**src/rtl/adc_readout_pkg.sv**
```systemverilog
`default_nettype none

package adc_readout_pkg;

    // Data widths
    localparam int RESULT_W  = 8;
    localparam int SHIFT_CNT = 8;

    // Rates, all times in their own unit
    localparam int SYS_CLK_HZ = 100_000_000;
    localparam int INT_CLK_HZ = 4_000_000;
    localparam int DIV_CYCLES = SYS_CLK_HZ / INT_CLK_HZ;
    localparam int DIV_FALL_AT = DIV_CYCLES / 2;

    // Conversion timing in internal clock periods; the limit in ns and in system clock cycles
    localparam int CONV_PERIODS    = 36;
    localparam int SETTLE_PERIODS  = 4;
    localparam int PERIODS_PER_BIT = 4;
    localparam int CONV_MAX_NS     = 17_000;
    localparam int CONV_MAX_CYCLES =
        (CONV_MAX_NS / 1000) * (SYS_CLK_HZ / 1_000_000);

    // Chip select qualification: internal clock edges to wait
    localparam int CS_RISES_NEEDED = 2;
    localparam int CS_FALLS_NEEDED = 1;

    // Values after reset
    localparam logic [RESULT_W-1:0] RESULT_RST = 8'h00;

    // Converter state that travels from the engine to the port logic
    typedef struct packed {
        logic                busy;
        logic                done;
        logic [RESULT_W-1:0] result;
    } conv_status_s;

    // Host-side pins after synchronisation
    typedef struct packed {
        logic ncs;
        logic sclk;
    } host_pins_s;

endpackage : adc_readout_pkg

`default_nettype wire

```
**src/rtl/serial_adc_readout_control.sv**
```systemverilog
`default_nettype none

module serial_adc_readout_control
    import adc_readout_pkg::*;
(
    // Clock and reset
    input  wire logic                ref_clk_i,
    input  wire logic                nrst_i,
    // Host pins
    input  wire logic                ncs_i,
    input  wire logic                sclk_i,
    output logic                     sdo_o,
    output logic                     sdo_oe_n_o,
    // Analog front end
    input  wire logic                cmp_i,
    output logic [RESULT_W-1:0]      dac_code_o,
    output logic                     track_o,
    output logic                     conv_busy_o
);

    ////////////////////////////////////////////////////////////////////
    // Input synchronisers
    ////////////////////////////////////////////////////////////////////

    logic [2:0] async_in;
    logic [2:0] sync1_q;
    logic [2:0] sync2_q;
    host_pins_s pins;
    logic       cmp_s;

    assign async_in = {cmp_i, ncs_i, sclk_i};

    // Two flops per pin; first stage feeds only the second
    genvar gi;
    generate
        for (gi = 0; gi < 3; gi++) begin : g_sync
            always_ff @(posedge ref_clk_i or negedge nrst_i) begin
                if (!nrst_i) begin
                    sync1_q[gi] <= (gi == 1);
                    sync2_q[gi] <= (gi == 1);
                end else begin
                    sync1_q[gi] <= async_in[gi];
                    sync2_q[gi] <= sync1_q[gi];
                end
            end
        end
    endgenerate

    assign pins  = '{ncs: sync2_q[1], sclk: sync2_q[0]};
    assign cmp_s = sync2_q[2];

    ////////////////////////////////////////////////////////////////////
    // Internal conversion clock: rise and fall enables from a divider
    ////////////////////////////////////////////////////////////////////

    logic [4:0] div_q;
    logic       int_rise;
    logic       int_fall;

    // Free-running, independent of any host activity
    always_ff @(posedge ref_clk_i or negedge nrst_i) begin
        if (!nrst_i) begin
            div_q <= 5'h00;
        end else if (div_q == 5'(DIV_CYCLES - 1)) begin
            div_q <= 5'h00;
        end else begin
            div_q <= div_q + 5'h01;
        end
    end

    assign int_rise = (div_q == 5'h00);
    assign int_fall = (div_q == 5'(DIV_FALL_AT));

    ////////////////////////////////////////////////////////////////////
    // Chip select qualification
    ////////////////////////////////////////////////////////////////////

    logic       cs_low_q;
    logic       cs_fell;
    logic [1:0] rises_q;
    logic       fall_seen_q;
    logic       cs_pending;

    // Synchronised level differs from the accepted one
    assign cs_pending = (pins.ncs == cs_low_q);

    // A glitch that returns before the wait ends restarts the wait,
    // trading a little latency for immunity to noise on the select
    always_ff @(posedge ref_clk_i or negedge nrst_i) begin
        if (!nrst_i) begin
            cs_low_q    <= 1'b0;
            rises_q     <= 2'h0;
            fall_seen_q <= 1'b0;
        end else if (!cs_pending) begin
            rises_q     <= 2'h0;
            fall_seen_q <= 1'b0;
        end else if (rises_q >= 2'(CS_RISES_NEEDED) &&
                     fall_seen_q) begin
            cs_low_q    <= !pins.ncs;
            rises_q     <= 2'h0;
            fall_seen_q <= 1'b0;
        end else begin
            if (int_rise && rises_q < 2'(CS_RISES_NEEDED)) begin
                rises_q <= rises_q + 2'h1;
            end
            if (int_fall && rises_q != 2'h0) begin
                fall_seen_q <= 1'b1;
            end
        end
    end

    assign cs_fell = cs_pending && !pins.ncs && fall_seen_q &&
                     rises_q >= 2'(CS_RISES_NEEDED);

    ////////////////////////////////////////////////////////////////////
    // Shift clock edges and serial output
    ////////////////////////////////////////////////////////////////////

    logic                sclk_prev_q;
    logic                sclk_fall;
    logic [3:0]          fall_cnt_q;
    logic [RESULT_W-1:0] shift_q;
    logic                start_conv;
    conv_status_s        status;

    // Shift clock edge detect on the synchronised level
    always_ff @(posedge ref_clk_i or negedge nrst_i) begin
        if (!nrst_i) begin
            sclk_prev_q <= 1'b0;
        end else begin
            sclk_prev_q <= pins.sclk;
        end
    end

    // Edges only count while select is accepted low and no change waits
    assign sclk_fall = sclk_prev_q && !pins.sclk && cs_low_q &&
                       !cs_pending;

    // Falling-edge count within one access; stops after the eighth
    always_ff @(posedge ref_clk_i or negedge nrst_i) begin
        if (!nrst_i) begin
            fall_cnt_q <= 4'h0;
        end else if (cs_fell) begin
            fall_cnt_q <= 4'h0;
        end else if (sclk_fall && fall_cnt_q < 4'(SHIFT_CNT)) begin
            fall_cnt_q <= fall_cnt_q + 4'h1;
        end
    end

    // Load the previous result at select fall, shift on edges one to seven
    always_ff @(posedge ref_clk_i or negedge nrst_i) begin
        if (!nrst_i) begin
            shift_q <= RESULT_RST;
        end else if (cs_fell) begin
            shift_q <= status.result;
        end else if (sclk_fall && fall_cnt_q < 4'(SHIFT_CNT - 1)) begin
            shift_q <= {shift_q[RESULT_W-2:0], 1'b0};
        end
    end

    // Eighth edge; a start while busy is dropped, the host must wait
    assign start_conv = sclk_fall && fall_cnt_q == 4'(SHIFT_CNT - 1) &&
                        !status.busy;

    // Pin drivers from flops; enable is low while driving
    always_ff @(posedge ref_clk_i or negedge nrst_i) begin
        if (!nrst_i) begin
            sdo_o      <= 1'b0;
            sdo_oe_n_o <= 1'b1;
        end else begin
            sdo_o      <= shift_q[RESULT_W-1];
            sdo_oe_n_o <= !cs_low_q;
        end
    end

    ////////////////////////////////////////////////////////////////////
    // Converter
    ////////////////////////////////////////////////////////////////////

    sar_engine u_sar (
        .ref_clk_i  (ref_clk_i),
        .nrst_i     (nrst_i),
        .tick_i     (int_rise),
        .start_i    (start_conv),
        .cmp_i      (cmp_s),
        .status_o   (status),
        .dac_code_o (dac_code_o),
        .track_o    (track_o)
    );

    assign conv_busy_o = status.busy;

endmodule : serial_adc_readout_control

`default_nettype wire

```
**src/rtl/sar_engine.sv**
```systemverilog
`default_nettype none

module sar_engine
    import adc_readout_pkg::*;
(
    // Clock and reset
    input  wire logic                ref_clk_i,
    input  wire logic                nrst_i,
    // Control
    input  wire logic                tick_i,
    input  wire logic                start_i,
    input  wire logic                cmp_i,
    // Status and converter drive
    output conv_status_s             status_o,
    output logic [RESULT_W-1:0]      dac_code_o,
    output logic                     track_o
);

    typedef enum logic { SAR_IDLE, SAR_CONV } sar_state_e;

    sar_state_e          state_q;
    logic [5:0]          period_q;
    logic [RESULT_W-1:0] trial_q;
    logic [RESULT_W-1:0] result_q;
    logic                done_q;
    logic [5:0]          rel;
    logic [2:0]          bit_idx;
    logic [1:0]          phase;

    // Bit under trial and position inside its four periods
    assign rel     = period_q - 6'(SETTLE_PERIODS);
    assign bit_idx = 3'd7 - rel[4:2];
    assign phase   = rel[1:0];

    // Sequencer: settle on held sample, then one bit per four periods
    always_ff @(posedge ref_clk_i or negedge nrst_i) begin
        if (!nrst_i) begin
            state_q  <= SAR_IDLE;
            period_q <= 6'h00;
        end else begin
            case (state_q)
                SAR_IDLE: begin
                    if (start_i) begin
                        state_q  <= SAR_CONV;
                        period_q <= 6'h00;
                    end
                end
                SAR_CONV: begin
                    if (tick_i) begin
                        if (period_q == 6'(CONV_PERIODS - 1)) begin
                            state_q <= SAR_IDLE;
                        end
                        period_q <= period_q + 6'h01;
                    end
                end
                default: state_q <= SAR_IDLE;
            endcase
        end
    end

    // Successive approximation; a comparator stuck high or low gives
    // all ones or all zeros, which is the saturation behaviour wanted
    always_ff @(posedge ref_clk_i or negedge nrst_i) begin
        if (!nrst_i) begin
            trial_q <= 8'h00;
        end else if (start_i && state_q == SAR_IDLE) begin
            trial_q <= 8'h00;
        end else if (state_q == SAR_CONV && tick_i &&
                     period_q >= 6'(SETTLE_PERIODS)) begin
            if (phase == 2'h0) begin
                trial_q[bit_idx] <= 1'b1;
            end else if (phase == 2'h3 && !cmp_i) begin
                trial_q[bit_idx] <= 1'b0;
            end
        end
    end

    // Result latch and one-cycle done pulse
    always_ff @(posedge ref_clk_i or negedge nrst_i) begin
        if (!nrst_i) begin
            result_q <= RESULT_RST;
            done_q   <= 1'b0;
        end else begin
            done_q <= 1'b0;
            if (state_q == SAR_CONV && tick_i &&
                period_q == 6'(CONV_PERIODS - 1)) begin
                result_q <= cmp_i ? trial_q
                                  : (trial_q & ~(8'h01));
                done_q   <= 1'b1;
            end
        end
    end

    assign status_o   = '{busy: (state_q == SAR_CONV), done: done_q,
                          result: result_q};
    assign dac_code_o = trial_q;
    assign track_o    = (state_q == SAR_IDLE);

endmodule : sar_engine

`default_nettype wire

```
**config.mk**
```make
export PLATFORM = sky130hd
export DESIGN_NAME = serial_adc_readout_control
export DESIGN_NICKNAME = d
export VERILOG_FILES = /design/src/rtl/adc_readout_pkg.sv /design/src/rtl/serial_adc_readout_control.sv /design/src/rtl/sar_engine.sv
export SDC_FILE = /design/constraint.sdc
export NUM_CORES = 1
export LEC_CHECK = 0
export ABC_CLOCK_PERIOD_IN_PS = 6300
export BUFFER_PORTS_ARGS = -buffer_cell sky130_fd_sc_hd__buf_4
export CAP_MARGIN = 20
export CELL_PAD_IN_SITES_DETAIL_PLACEMENT = 1
export CELL_PAD_IN_SITES_GLOBAL_PLACEMENT = 1
export CORE_MARGIN = 10
export CORE_UTILIZATION = 51
export DETAILED_ROUTE_END_ITERATION = 16
export PLACE_DENSITY_LB_ADDON = 0.1
export SLEW_MARGIN = 40
export SYNTH_ARGS = -nofsm -noshare
export SYNTH_HDL_FRONTEND = slang
export SYNTH_SLANG_ARGS = --single-unit
```
**constraint.sdc**
```tcl
create_clock -name ref_clk_i -period 6.3 [get_ports ref_clk_i]
set_clock_uncertainty 0.15 [all_clocks]
set_input_delay 0.315 -clock ref_clk_i [delete_from_list [all_inputs] [get_ports ref_clk_i]]
set_output_delay 0.315 -clock ref_clk_i [all_outputs]
set_load 0.01 [all_outputs]
```
==> impl_metrics.toml <==
[pwr]
intPower_uw = 476
total_leakage_power_nw = 1.34
pwr-share-seq_pct = 57.7
vdd_ir_drop_max_v = 0.000120
switching_share_pct = 20.0
power-per-cell-area_nw_per_um2 = 202
combPwrFrac_pct = 2.1
switchingPower_uw = 119
clkPwrFrac_pct = 40.2

[setup_path]
reg2reg_slack_ns = 3.77
cpPeakStageDelay_ns = 0.65
start_kind = "flop"
rr_worst_depth = 6
crit_path_cell_trace = "inv_1, ha_1, nand4b_2, or4_4, mux2_2, a21o_1"
arrival_ns = 2.58
timing.rr.start = "pins[1]$_DFF_PN1_"
cp.depth = 6
critPathTopFamily = "simple AND/OR/NAND/NOR gates"
cp.required_ns = 6.35
cp-startpoint = "pins[1]$_DFF_PN1_"
crit_fanout = 13
r2r-end = "u_sar.period_q[4]$_DFFE_PN0P_"
crit_type = "reg -> reg"
critPathBufInv = 1
endpoint_kind = "flop"
crit_slowest_cell = "or4_4"

[synthesis]
yosysWarningCount = 0
netlist.area_leader.share_pct = 47.6
syn-num-nets = 264
synth.top_cells.by_area = "dfrtp_1 48%, ha_1 5.7%, nand2_1 5.4%"
synth_edf_count = 0
synth_area_um2 = 2630
ys_seq_elements = 53
ys_seq_area_share_pct = 50.6
synth_most_common_cell = "dfrtp_1"
async_reset_ff_share_pct = 100
synth_commonest_cells = "50 x dfrtp_1, 38 x nand2_1, 22 x nor2_1, 15 x inv_1, 15 x nand3_1"
synthCells = 247
avgSynthCellArea_um2 = 10.6
synth_top_cell_by_area = "dfrtp_1"
synth_ff_type = "dfrtp_1"
yosysUniqueCellTypes = 50

[min_path]
min_to = "pins[1]$_DFF_PN1_"
min_path_type = "reg -> reg"
hold_start = "sync1_q[1]$_DFF_PN1_"
holdPathStages = 0

[status]
status = "completed"

[placed_design]
port_buffers = 16
place_congestion = 0.762
dp_hpwl_mm = 3.71
pre_cts_ws_ns = 3.77

[sta]
layout_min_cycle_time_ns = 2.53
finalSetupTns_ns = 0
fmax_mhz = 395
setup_viol = 0
timing.final.ws_setup_ns = 3.77
hold_viol = 0
relSlewSlack_pct = 45.4
period_share_pct = 40.2
worst_pin_slew_ns = 0.816
slew_violations = 0
rsz0062_at_grt = "false"

[route]
vias = 1838
wire_per_inst_um = 15.7
ant_nets = 0
vias_per_cell = 5.47
wl_mm = 5.29
highest_layer = "met4"
drt_iter0_markers = 59
wl_met1_mm = 2.63
wl_met2_mm = 2.46
drc = 0
dr.pass1.iters = 4
wl_met3_um = 160

[floorplan]
num_rows = 26
initial_core_util_pct = 52.1
io_pins = 17
die-width_um = 91.8
die_h_um = 91.8
core-area_um2 = 5040
dieArea_um2 = 8420

[global_route]
grt_pass1_wl_mm = 9.32
grt_max_degree = 54
grt_pass1_vias = 1902
antenna_found_initial = 0
grt_overflow_total = 0
gr-usage-all-layers_pct = 13.0

[clock_network]
cts_made_buffers = 5
clk_pin_slew_worst_paths_ns = 0.10
cts_tree = "done"
clk_latency_ns = 0.29
ctsLongestPathBuffers = 2
root_buffer = "clkbuf_8"
h-tree-depth = 2
numClockSinks = 53
cts_setup_buffers = 0

[finish]
layout-drive-gt1-share_pct = 18.4
nets = 282
area_delta_synth_final_pct = 12.2
diodes = 0

[run]
max_cap_viol_count = 0
==> state kept, by name, summed over array words and instances, names as in the netlist, 2 cells and up <==
name and count:
div_q 5, fall_cnt_q 4, pins 2, rises_q 2, shift_q 8, sync1_q 3
u_sar.dac_code_o 8, u_sar.period_q 6, u_sar.result_q 8
==> what timing repair did <==
item	4_1_cts	5_1_grt
resized for setup	0	0
endpoints found under the setup margin	0	0
hold buffers	4	0
endpoints found under the hold margin	53	0
==> through the flow <==
stage / total power, mW / util, % / instance area [µm²] / std cells / hold WS [ns]
6_report: 0.595 / 58.4 / 2950 / 336 / 0.213
5_1_grt: 0.617 / 58.4 / 2950 / 336 / 0.218
4_1_cts: 0.601 / 58.4 / 2940 / 336 / 0.210
3_5_place_dp: 0.361 / 55.2 / 2780 / 324 / 0.188
3_3_place_gp: 0.361 / 55.0 / 2780 / 324 / 0.183
2_1_floorplan: 0.352 / - / 2630 / 247 / -0.131
==> worst max path at each step <==
| stage | endpoint | slack (ns) |
|---|---|---|
| after global placement | u_sar.period_q[4]$_DFFE_PN0P_ | 3.85 |
| after floorplan | u_sar.period_q[4]$_DFFE_PN0P_ | 4.04 |
| after detailed placement | u_sar.period_q[4]$_DFFE_PN0P_ | 3.77 |
| after CTS | u_sar.period_q[4]$_DFFE_PN0P_ | 3.76 |
| final | u_sar.period_q[4]$_DFFE_PN0P_ | 3.77 |
| after global routing | u_sar.period_q[4]$_DFFE_PN0P_ | 3.64 |
==> power groups by stage <==
stage / Sequential [mW] / Combinational, mW / Clock (mW)
2_1_floorplan: 0.350 / 0.00169 / 0
3_3_place_gp: 0.350 / 0.0106 / 0
3_5_place_dp: 0.350 / 0.0108 / 0
4_1_cts: 0.344 / 0.0128 / 0.244
5_1_grt: 0.344 / 0.0143 / 0.258
6_report: 0.344 / 0.0123 / 0.239
==> placed cells by master (no fill, tap or decap), types with 6 or more instances in the layout <==
master / Yosys / final
ha_1: 12 / 12
nand3_1: 15 / 15
inv_1: 15 / 15
o21ai_0: 14 / 14
dfrtp_1: 50 / 50
buf_4: 2 / 16
a31oi_1: 8 / 8
clkbuf_8: 0 / 6
nand2_1: 38 / 38
nor2_1: 22 / 21
==> layout make-up <==
cell class / instances / area (µm²)
repair buffers: 20 / 160
multi-input cells: 170 / 1190
inverters: 15 / 56.3
clock inverters: 2 / 37.5
well taps: 70 / 87.6
clock buffers: 6 / 82.6
fillers: 543 / 2100
flip-flops and latches: 53 / 1330
==> per-layer routing <==
layer	vias up	global-route usage (%)
met4	0	3.08
met1	929	18.1
met2	17	20.2
met3	2	2.93
met5	-	0
li1	890	-
==> cell families after synthesis <==
| kind of cell | count (synthesis) | share of synthesized area (%) |
|---|---|---|
| adders and majority gates | 12 | 5.72 |
| and+or+nand+nor | 102 | 22.4 |
| DFF | 53 | 50.6 |
| AOI/OAI and AO/OA | 41 | 10.7 |
| buffers and inverters | 24 | 4.38 |
| muxes | 10 | 4.19 |
| xor gates and xnor gates | 5 | 1.95 |
Note: power is estimated with default switching activity, not from simulation.
